`src/verilog/ssvc_map.svh`:
```
// constants of the serial symbol codec: rates, lengths, sync words
// assumes clk_i is the bit-rate clock of the link
`ifndef SSVC_MAP_SVH
`define SSVC_MAP_SVH
// ==========================================================
// timing
`define SSVC_CLK_MHZ      100
`define SSVC_BIT_MIN_MHZ  40
`define SSVC_BIT_MAX_MHZ  125
// bits per symbol, equal to the bit/byte rate multiplier
`define SSVC_MULT_W8      4'd10
`define SSVC_MULT_W9      4'd11
`define SSVC_MULT_W10     4'd12
// ==========================================================
// symbol layout
`define SSVC_SYM_W        12
`define SSVC_SYNC_W8      12'h311
`define SSVC_SYNC_W9      12'h311
`define SSVC_SYNC_W10     12'h623
`define SSVC_RST_WORD     12'h000
`endif

```
`src/verilog/ssvc_pkg.sv`:
```
// types and code tables of the serial symbol codec
// assumes ssvc_map.svh is on the include path
`include "ssvc_map.svh"
package ssvc_pkg;
    // ======================================================
    // types
    typedef enum logic [1:0] {SSVC_W8, SSVC_W9, SSVC_W10} ssvc_width_t;
    typedef enum logic {SSVC_HUNT, SSVC_LOCKED} ssvc_rx_state_t;
    // ======================================================
    // code tables
    localparam logic [4:0] SSVC_TBL5 [16] = '{5'h1e, 5'h09, 5'h14, 5'h15,
        5'h0a, 5'h0b, 5'h0e, 5'h0f, 5'h12, 5'h13, 5'h16, 5'h17, 5'h1a, 5'h1b, 5'h1c, 5'h1d};
    localparam logic [5:0] SSVC_TBL6 [32] = '{6'h36, 6'h11, 6'h24, 6'h25,
        6'h12, 6'h13, 6'h16, 6'h17, 6'h22, 6'h31, 6'h37, 6'h27, 6'h32, 6'h33, 6'h34, 6'h35,
        6'h3e, 6'h19, 6'h29, 6'h2d, 6'h1a, 6'h1b, 6'h1e, 6'h1f, 6'h2a, 6'h2b, 6'h2e, 6'h2f,
        6'h3a, 6'h3b, 6'h3c, 6'h3d};
    // narrow command pairs, entry 0 unused
    localparam logic [9:0] SSVC_CMD8 [16] = '{10'h000, 10'h3ff, 10'h1ad, 10'h1b9,
        10'h3e4, 10'h1a7, 10'h327, 10'h339, 10'h084, 10'h09f, 10'h080, 10'h0e7, 10'h0f9,
        10'h004, 10'h01f, 10'h000};
    // ======================================================
    // helpers
    function automatic logic [3:0] ssvc_len(input ssvc_width_t m);
        return (m == SSVC_W10) ? `SSVC_MULT_W10 : (m == SSVC_W9) ? `SSVC_MULT_W9 : `SSVC_MULT_W8;
    endfunction
    function automatic logic [11:0] ssvc_sync(input ssvc_width_t m);
        return (m == SSVC_W10) ? `SSVC_SYNC_W10 : (m == SSVC_W9) ? `SSVC_SYNC_W9 : `SSVC_SYNC_W8;
    endfunction
    // wide form of a narrow command letter
    function automatic logic [5:0] ssvc_prime(input logic [4:0] x);
        return {x[4:3], 1'b1, x[2:0]};
    endfunction
    function automatic logic [11:0] ssvc_cmd_sym(input ssvc_width_t m, input logic [3:0] i);
        logic [9:0] c;
        c = SSVC_CMD8[i];
        if (m == SSVC_W10)
            return {ssvc_prime(c[9:5]), ssvc_prime(c[4:0])};
        else if (m == SSVC_W9)
            return {1'b0, ssvc_prime(c[9:5]), c[4:0]};
        return {2'b00, c};
    endfunction
    function automatic logic [11:0] ssvc_data_sym(input ssvc_width_t m, input logic [9:0] d);
        if (m == SSVC_W10)
            return {SSVC_TBL6[d[8:4]], SSVC_TBL6[{d[9], d[3:0]}]};
        else if (m == SSVC_W9)
            return {1'b0, SSVC_TBL6[d[8:4]], SSVC_TBL5[d[3:0]]};
        return {2'b00, SSVC_TBL5[d[7:4]], SSVC_TBL5[d[3:0]]};
    endfunction
endpackage

```
`src/verilog/ssvc_symbol_decoder.sv`:
```
// full decoder of one received symbol, purely combinational
// assumes the symbol sits right-aligned in symbol_i
`timescale 1ns/100ps
module ssvc_symbol_decoder (
    // symbol in
    input  wire ssvc_pkg::ssvc_width_t mode_i,
    input  wire logic [11:0]           symbol_i,
    // decode out
    output logic                       sync_o,
    output logic                       data_o,
    output logic                       cmd_o,
    output logic                       viol_o,
    output logic [9:0]                 data_val_o,
    output logic [3:0]                 cmd_val_o
);
    import ssvc_pkg::*;
    // ======================================================
    // half decode: {is_data, is_cmd, value}
    function automatic logic [6:0] half_dec(input logic [5:0] f, input logic w6);
        logic [6:0] r;
        r = 7'h00;
        if (w6)
        begin
            for (int i = 0; i < 32; i++)
                if (SSVC_TBL6[i] == f) r = {2'b10, 5'(i)};
            // wide command letters and sync halves
            if (f == 6'h3f || f == 6'h1d || f == 6'h39 || f == 6'h18 || f == 6'h23) r[5] = 1'b1;
        end
        else
        begin
            for (int i = 0; i < 16; i++)
                if ({1'b0, SSVC_TBL5[i]} == f) r = {2'b10, 5'(i)};
            if (f == 6'h1f || f == 6'h0d || f == 6'h19 || f == 6'h04 ||
                f == 6'h07 || f == 6'h00 || f == 6'h18 || f == 6'h11) r[5] = 1'b1;
        end
        return r;
    endfunction
    logic [5:0] up_f;   // upper half field
    logic [5:0] lo_f;   // lower half field
    logic [6:0] up_d;   // upper half decode
    logic [6:0] lo_d;   // lower half decode
    logic [3:0] hit;    // matching command index, 0 = none
    logic [3:0] cmax;   // last command of this width
    // ======================================================
    // split, classify, look up
    always_comb
    begin
        up_f = {1'b0, symbol_i[9:5]};
        lo_f = {1'b0, symbol_i[4:0]};
        cmax = 4'hf;
        if (mode_i == SSVC_W9)
        begin
            up_f = symbol_i[10:5];
            cmax = 4'h7;
        end
        else if (mode_i == SSVC_W10)
        begin
            up_f = symbol_i[11:6];
            lo_f = symbol_i[5:0];
            cmax = 4'h3;
        end
        up_d = half_dec(up_f, mode_i != SSVC_W8);
        lo_d = half_dec(lo_f, mode_i == SSVC_W10);
        hit = 4'h0;
        for (int i = 1; i < 16; i++)
            if (4'(i) <= cmax && ssvc_cmd_sym(mode_i, 4'(i)) == symbol_i) hit = 4'(i);
    end
    // ======================================================
    // verdict; invalid halves read as zero in the output
    always_comb
    begin
        sync_o = (symbol_i == ssvc_sync(mode_i));
        data_o = 1'b0;
        cmd_o = 1'b0;
        viol_o = 1'b0;
        cmd_val_o = hit;
        if (mode_i == SSVC_W10)
            data_val_o = {lo_d[4], up_d[4:0], lo_d[3:0]};
        else if (mode_i == SSVC_W9)
            data_val_o = {1'b0, up_d[4:0], lo_d[3:0]};
        else
            data_val_o = {2'b00, up_d[3:0], lo_d[3:0]};
        if (sync_o)
            data_o = 1'b0;                          // padding, no strobe
        else if (up_d[6] && lo_d[6])
            data_o = 1'b1;                          // clean data
        else if (up_d[5] && lo_d[5])
        begin
            cmd_o = 1'b1;                           // RL5
            viol_o = (hit == 4'h0);                 // RL4
        end
        else if ((up_d[5] && lo_d[6]) || (up_d[6] && lo_d[5]))
        begin
            cmd_o = 1'b1;                           // RL6
            cmd_val_o = 4'h0;
            viol_o = 1'b1;                          // RL4
        end
        else
        begin
            data_o = 1'b1;                          // RL5
            viol_o = 1'b1;                          // RL4
        end
    end
endmodule

```
`src/verilog/ssvc_serial_codec.sv`:
```
// serial symbol codec: transmit encoder/serialiser and receive framer
// assumes clk_i is the bit-rate clock, all inputs synchronous to it
//
// Function
// [RL1] sync symbols only pad idle byte slots
// [RL2] zero command with strobe sends data
// [RL3] host avoids repeating sparse-transition commands
// [RL4] receiver flags all four violation kinds
// [RL5] bad data or command still strobed
// [RL6] mixed halves output as command
// [RL7] violation flag accompanies the decoded output
// [RL8] host keeps its own error detection
// [RL9] eight-bit width: ten bits per byte
// [RL10] nine/ten-bit widths: eleven/twelve bits
// [RL11] bit clock within 40 to 125 MHz
// [RL12] both ends use equal byte reference
// [RL13] logic timed from bit clock, byte divided
// [RL14] local mode: clock out copies reference
// [RL15] reference is crystal or logic clock
// [RL16] recovered clock never feeds a reference
// [RL17] symbols leave most significant bit first
// [RL18] at most one strobe per symbol
`timescale 1ns/100ps
`include "ssvc_map.svh"
module ssvc_serial_codec (
    // clock and reset
    input  wire logic                  clk_i,
    input  wire logic                  srst_i,
    // configuration
    input  wire ssvc_pkg::ssvc_width_t width_mode_i,
    input  wire logic                  local_mode_i,
    input  wire logic                  reference_clock_in_i,
    // transmit host side
    input  wire logic                  word_strobe_i,
    input  wire logic [9:0]            tx_data_i,
    input  wire logic [3:0]            tx_command_i,
    output logic                       tx_accept_o,
    // transmit line side
    output logic                       serial_out_o,
    output logic                       clk_out_o,
    // receive line side
    input  wire logic                  serial_input_pair_i,
    // receive host side
    output logic [9:0]                 rx_data_o,
    output logic [3:0]                 rx_command_o,
    output logic                       word_strobe_o,
    output logic                       command_word_strobe_o,
    output logic                       violation_o,
    output logic                       rx_framed_o
);
    import ssvc_pkg::*;
    // ======================================================
    // transmit side
    logic [3:0]     sym_len;      // bits per symbol
    logic [3:0]     tx_cnt;       // bit position in symbol
    logic           tx_tick;      // last bit, byte-rate enable
    logic [3:0]     cmd_idx;      // command masked to width
    logic [11:0]    next_tx_sym;  // right-aligned symbol
    logic [11:0]    next_tx_aln;  // left-aligned symbol
    logic [11:0]    sync_aln;     // left-aligned sync
    logic [11:0]    tx_shift;     // serialiser
    assign sym_len = ssvc_len(width_mode_i);
    assign tx_tick = (tx_cnt == sym_len - 4'd1);
    assign tx_accept_o = word_strobe_i && tx_tick;
    // bit counter, divides the bit clock down to byte rate
    always_ff @(posedge clk_i)
    begin
        if (srst_i || tx_tick)
            tx_cnt <= 4'd0;                          // RL9 RL10 RL13
        else
            tx_cnt <= tx_cnt + 4'd1;
    end
    // symbol choice: command, data, else sync padding
    always_comb
    begin
        if (width_mode_i == SSVC_W10)
            cmd_idx = {2'b00, tx_command_i[1:0]};
        else if (width_mode_i == SSVC_W9)
            cmd_idx = {1'b0, tx_command_i[2:0]};
        else
            cmd_idx = tx_command_i;
        if (word_strobe_i && cmd_idx != 4'h0)
            next_tx_sym = ssvc_cmd_sym(width_mode_i, cmd_idx);
        else if (word_strobe_i)
            next_tx_sym = ssvc_data_sym(width_mode_i, tx_data_i);    // RL2
        else
            next_tx_sym = ssvc_sync(width_mode_i);                   // RL1
        // left align so bit 11 always leaves first
        next_tx_aln = next_tx_sym << (4'd12 - sym_len);
        sync_aln = ssvc_sync(width_mode_i) << (4'd12 - sym_len);
    end
    // serialiser: load at the byte boundary, then shift left
    always_ff @(posedge clk_i)
    begin
        if (srst_i)
            tx_shift <= `SSVC_RST_WORD;
        else if (tx_tick)
            tx_shift <= next_tx_aln;                 // RL1
        else
            tx_shift <= {tx_shift[10:0], 1'b0};      // RL17
    end
    assign serial_out_o = tx_shift[11];
    // clock output; in local mode it copies the reference, otherwise it shows the byte tick
    always_ff @(posedge clk_i)
    begin
        if (srst_i)
            clk_out_o <= 1'b0;
        else if (local_mode_i)
            clk_out_o <= reference_clock_in_i;       // RL14
        else
            clk_out_o <= tx_tick;
    end
    // ======================================================
    // receive side
    ssvc_rx_state_t rx_state;     // framing state
    logic [3:0]     rx_cnt;       // bits since boundary
    logic [11:0]    rx_sh;        // received bits
    logic [11:0]    next_rx_sh;   // with the new bit
    logic [11:0]    rx_win;       // one symbol window
    logic           sync_hit;     // window holds sync
    logic           boundary;     // window holds a framed symbol
    logic           dec_sync;
    logic           dec_data;
    logic           dec_cmd;
    logic           dec_viol;
    logic [9:0]     dec_dval;
    logic [3:0]     dec_cval;
    assign next_rx_sh = {rx_sh[10:0], serial_input_pair_i};
    assign rx_win = next_rx_sh & (12'hfff >> (4'd12 - sym_len));
    assign sync_hit = (rx_win == ssvc_sync(width_mode_i));
    assign boundary = (rx_state == SSVC_LOCKED) && (rx_cnt == sym_len - 4'd1);
    assign rx_framed_o = (rx_state == SSVC_LOCKED);
    // bit shifter
    always_ff @(posedge clk_i)
    begin
        if (srst_i)
            rx_sh <= `SSVC_RST_WORD;
        else
            rx_sh <= next_rx_sh;
    end
    // framing: any sync realigns, so a symbol may stretch but never shorten
    always_ff @(posedge clk_i)
    begin
        if (srst_i)
            rx_state <= SSVC_HUNT;
        else if (sync_hit)
            rx_state <= SSVC_LOCKED;
    end
    always_ff @(posedge clk_i)
    begin
        if (srst_i || sync_hit || boundary || rx_state == SSVC_HUNT)
            rx_cnt <= 4'd0;
        else
            rx_cnt <= rx_cnt + 4'd1;
    end
    ssvc_symbol_decoder u_dec (
        .mode_i     (width_mode_i),
        .symbol_i   (rx_win),
        .sync_o     (dec_sync),
        .data_o     (dec_data),
        .cmd_o      (dec_cmd),
        .viol_o     (dec_viol),
        .data_val_o (dec_dval),
        .cmd_val_o  (dec_cval)
    );
    // strobes: one-cycle pulses, decoder gives at most one kind
    always_ff @(posedge clk_i)
    begin
        if (srst_i || !boundary)
        begin
            word_strobe_o <= 1'b0;
            command_word_strobe_o <= 1'b0;
            violation_o <= 1'b0;
        end
        else
        begin
            word_strobe_o <= dec_data;               // RL18
            command_word_strobe_o <= dec_cmd;        // RL5 RL6
            violation_o <= dec_viol;                 // RL7
        end
    end
    // output words hold until the next strobe of their kind
    always_ff @(posedge clk_i)
    begin
        if (srst_i)
        begin
            rx_data_o <= 10'h000;
            rx_command_o <= 4'h0;
        end
        else if (boundary && dec_data)
            rx_data_o <= dec_dval;
        else if (boundary && dec_cmd)
            rx_command_o <= dec_cval;
    end

    // helper: cycles since the last byte tick; counted apart from tx_cnt
    // so that a wrong wrap point in the divider shows up here
    logic [3:0]     tick_gap;     // cycles since the last tick
    always_ff @(posedge clk_i)
    begin
        if (srst_i || tx_tick)
            tick_gap <= 4'd0;
        else
            tick_gap <= tick_gap + 4'd1;
    end
endmodule

```
`config.mk`:
```
export PLATFORM = sky130hd
export DESIGN_NAME = ssvc_serial_codec
export DESIGN_NICKNAME = d
export VERILOG_FILES = /design/src/verilog/ssvc_pkg.sv /design/src/verilog/ssvc_symbol_decoder.sv /design/src/verilog/ssvc_serial_codec.sv
export VERILOG_INCLUDE_DIRS = /design/src /design/src/verilog
export SDC_FILE = /design/constraint.sdc
export NUM_CORES = 1
export LEC_CHECK = 0
export BUFFER_PORTS_ARGS = -buffer_cell sky130_fd_sc_hd__buf_2
export CAP_MARGIN = 20
export CORE_ASPECT_RATIO = 0.8
export CORE_MARGIN = 2
export CORE_UTILIZATION = 60
export DETAILED_ROUTE_END_ITERATION = 8
export PLACE_DENSITY = 0.79
export SYNTH_ARGS = -nofsm -noshare
export SYNTH_HDL_FRONTEND = slang
export SYNTH_HIERARCHICAL = 1
export SYNTH_SLANG_ARGS = --single-unit
```
`constraint.sdc`:
```
create_clock -name clk_i -period 9 [get_ports clk_i]
set_clock_uncertainty 0.15 [all_clocks]
set_input_delay 0 -clock clk_i [delete_from_list [all_inputs] [get_ports clk_i]]
set_output_delay 0 -clock clk_i [all_outputs]
set_load 0.005 [all_outputs]
```
==> results.py <==
metrics = {
    "critical_path": {
        "cpPeakStageDelay_ns": 0.84,
        "path_cells": "buf_2 -> inv_1 -> ha_1 -> nand2_1 -> and2_1 -> mux2i_1 -> nand2b_1 -> a21oi_1 -> a2111oi_2 -> o21bai_1 -> o22ai_1 -> nand4_1 -> mux2i_1 -> nor2_1",
        "cp_num_cells": 14,
        "critical_path_peak_fanout": 19,
        "cp_slowest_cell": "mux2i_1",
        "critPathCaptureType": "flop",
        "crit_family": "simple AND/OR/NAND/NOR gates",
        "crit_buf_inv": 2,
        "crit_top_cell": "mux2i_1",
        "crit_arrival_ns": 5.18,
        "critical_path_class": "primary input to flop",
        "rr_worst_depth": 11,
        "start_kind": "primary input",
        "required_ns": 9.00,
    },
    "finish": {
        "regArea_um2": 1000,
        "antenna_cells": 0,
        "layout.nets": 830,
        "area_growth_pct": 4.00,
        "drive_gt1_share_pct": 11.2,
        "multi_input_area_um2": 4410,
        "n_fill_cell": 860,
    },
    "floorplanning": {
        "die_w_um": 114,
        "core_um2": 9570,
        "fp-row-count": 32,
        "dieArea_um2": 10500,
        "ios": 43,
        "die_y_um": 92.3,
        "start_util_pct": 61.1,
    },
    "yosys": {
        "synth_area_leader_cell": "dfxtp_1",
        "synth_edf_count": 0,
        "syn_inst": 800,
        "syn_area_um2": 5840,
        "synth_top_cell_area_share_pct": 17.1,
        "synthTopCellsByArea": "dfxtp_1 17%, nor2_1 4.8%, ha_1 4.5%",
        "synth_area_per_cell_um2": 7.30,
        "ys.flop_type": "dfxtp_1",
        "yosysSeqAreaShare_pct": 17.1,
        "yosys_register_bits": 50,
        "synth_commonest_cells": "74 x nor2_1, 60 x nand2_1, 50 x dfxtp_1",
        "synthArstFlopShare_pct": 0,
        "syn_nets": 843,
        "yosysUniqueCellTypes": 93,
        "yosys_warnings": 6,
        "synth.most_common_cell": "nor2_1",
    },
    "route": {
        "antenna_left": 0,
        "via_count": 6347,
        "viasPerCell": 7.00,
        "post_drt_wl_per_cell_um": 19.1,
        "first_iter_violations": 830,
        "drc_errors": 0,
        "drtPass1Iterations": 5,
        "totalWireLength_um": 17300,
    },
    "timing": {
        "max_freq_mhz": 193,
        "setup_violations": 0,
        "post-route-period-util_pct": 57.5,
        "hold_ws_ns": 0.0543,
        "slew_headroom_pct": 29.9,
        "finalHoldViolCount": 0,
        "rsz0062_at_grt": "no",
        "drv_slew": 0,
        "period_needed_ns": 5.17,
        "fin_setup_tns_ns": 0,
        "worst_pin_slew_ns": 1.05,
    },
    "cts": {
        "cts_tree": "yes",
        "h-tree-depth": 2,
        "path_clk_slew_ns": 0.07,
        "clockBufferDepth": 2,
        "numCtsBuffers": 5,
        "root_buffer": "clkbuf_16",
        "postCtsSetupBuffers": 0,
        "clock_latency_ns": 0.28,
        "cts.sinks": 50,
    },
    "power_and_ir_drop": {
        "vdd_drop_max_mv": 0.0823,
        "pwr_density_cell_nw_per_um2": 94.5,
        "p_leak_nw": 2.30,
    },
    "global_route": {
        "grt_max_degree": 39,
        "grt-ovfl-total": 0,
        "antenna_found_initial": 0,
        "gr-usage-all-layers_pct": 32.8,
        "grt_pass1_vias": 5880,
        "grt_pass1_wl_um": 28700,
    },
    "placed_design": {
        "place.gp.congestion": 1.03,
        "dp_hpwl_um": 12700,
        "portBuffers": 42,
    },
    "job": {
        "drv_cap": 0,
    },
    "outcome": {
        "status": "finished clean",
    },
    "min_path": {
        "hold_depth": 3,
        "holdCritPathClass": "primary input to flop",
    },
}
[logic make-up (layout without fill, tap and decap cells)]
| group | Yosys count | count (layout) | synth area share, % |
|---|---|---|---|
| flops | 50 | 50 | 17.1 |
| compound gates | 226 | 226 | 28.0 |
| buf+inv | 96 | 84 | 7.43 |
| fa+ha+maj | 21 | 21 | 4.50 |
| mux | 30 | 30 | 5.95 |
| simple gates | 353 | 353 | 33.4 |
| xor+xnor | 24 | 24 | 3.60 |
[flip-flops by register name (all words and copies together) (netlist names)]
signal                 count
rx_cnt                     4
rx_command_o               4
tx_shift                  12
word_strobe_o              1
rx_sh                     11
violation_o                1
rx_data_o                 10
clk_out_o                  1
command_word_strobe_o      1
tx_cnt                     4
rx_framed_o                1
[power by group]
part           switching (mW)  leakage (nW)  internal, mW
logic                   0.105          1.82        0.0571
clock network          0.0773        0.0729         0.110
registers             0.00179         0.404         0.223
[through the flow]
step	cell area, um^2	cells	worst slack, ns	utilization, %	total power [mW]
6_report	6080	907	3.83	63.5	0.574
5_1_grt	6080	907	3.32	63.5	0.602
4_1_cts	6080	907	3.92	63.5	0.570
3_5_place_dp	5900	896	3.65	61.6	0.385
3_3_place_gp	5900	896	4.02	61.6	0.382
2_1_floorplan	5840	800	5.32	-	0.351
[layout make-up]
cell class	count	share of cell area (%)
multi-input combinational	654	72.5
clock buffer	6	2.29
tap	119	2.45
inverter	28	1.73
clock inverter	2	0.206
timing repair buffer	48	4.32
sequential	50	16.5
[final timing paths]
kind | start | to | slack [ns]
max | width_mode_i[1] | rx_data_o[1] | 3.83
min reg2reg | tx_shift[4] | tx_shift[5] | 0.28
min | word_strobe_i | tx_shift[0] | 0.05
max reg2reg | rx_sh[9] | rx_data_o[1] | 4.24
[repair_timing]
| item | CTS | global route |
|---|---|---|
| endpoints found under the hold margin | 2 | 0 |
| gates resized for setup | 0 | 0 |
| hold buffers | 3 | 0 |
[cells in the final DEF, fill, tap and decap left out, types with 21 or more instances in the layout]
| master | instances |
|---|---|
| nor2_1 | 74 |
| nand2_1 | 60 |
| dfxtp_1 | 50 |
| a21oi_1 | 44 |
| buf_2 | 42 |
| o21ai_0 | 41 |
| nor3_1 | 31 |
| inv_1 | 27 |
| nand3_1 | 26 |
| nand2b_1 | 26 |
| nor2b_1 | 23 |
| mux2i_1 | 22 |
| ha_1 | 21 |
[layer usage]
layer | wire (um) | global-route usage, % | up-vias | part of all wire (%)
met2 | 8010 | 54.2 | 319 | 46
met3 | 1200 | 4.63 | 51 | 6.9
met4 | 578 | 12.7 | 0 | 3.3
met1 | 7500 | 43.1 | 3018 | 43
met5 | 0 | 0 | - | 0
li1 | - | - | 2959 | -
[worst min-delay path: stages]
cell and delay [ns]:
buf_2 0.18, nand3_1 0.12, nor2b_1 0.14
Note: power is estimated with default switching activity, not from simulation.
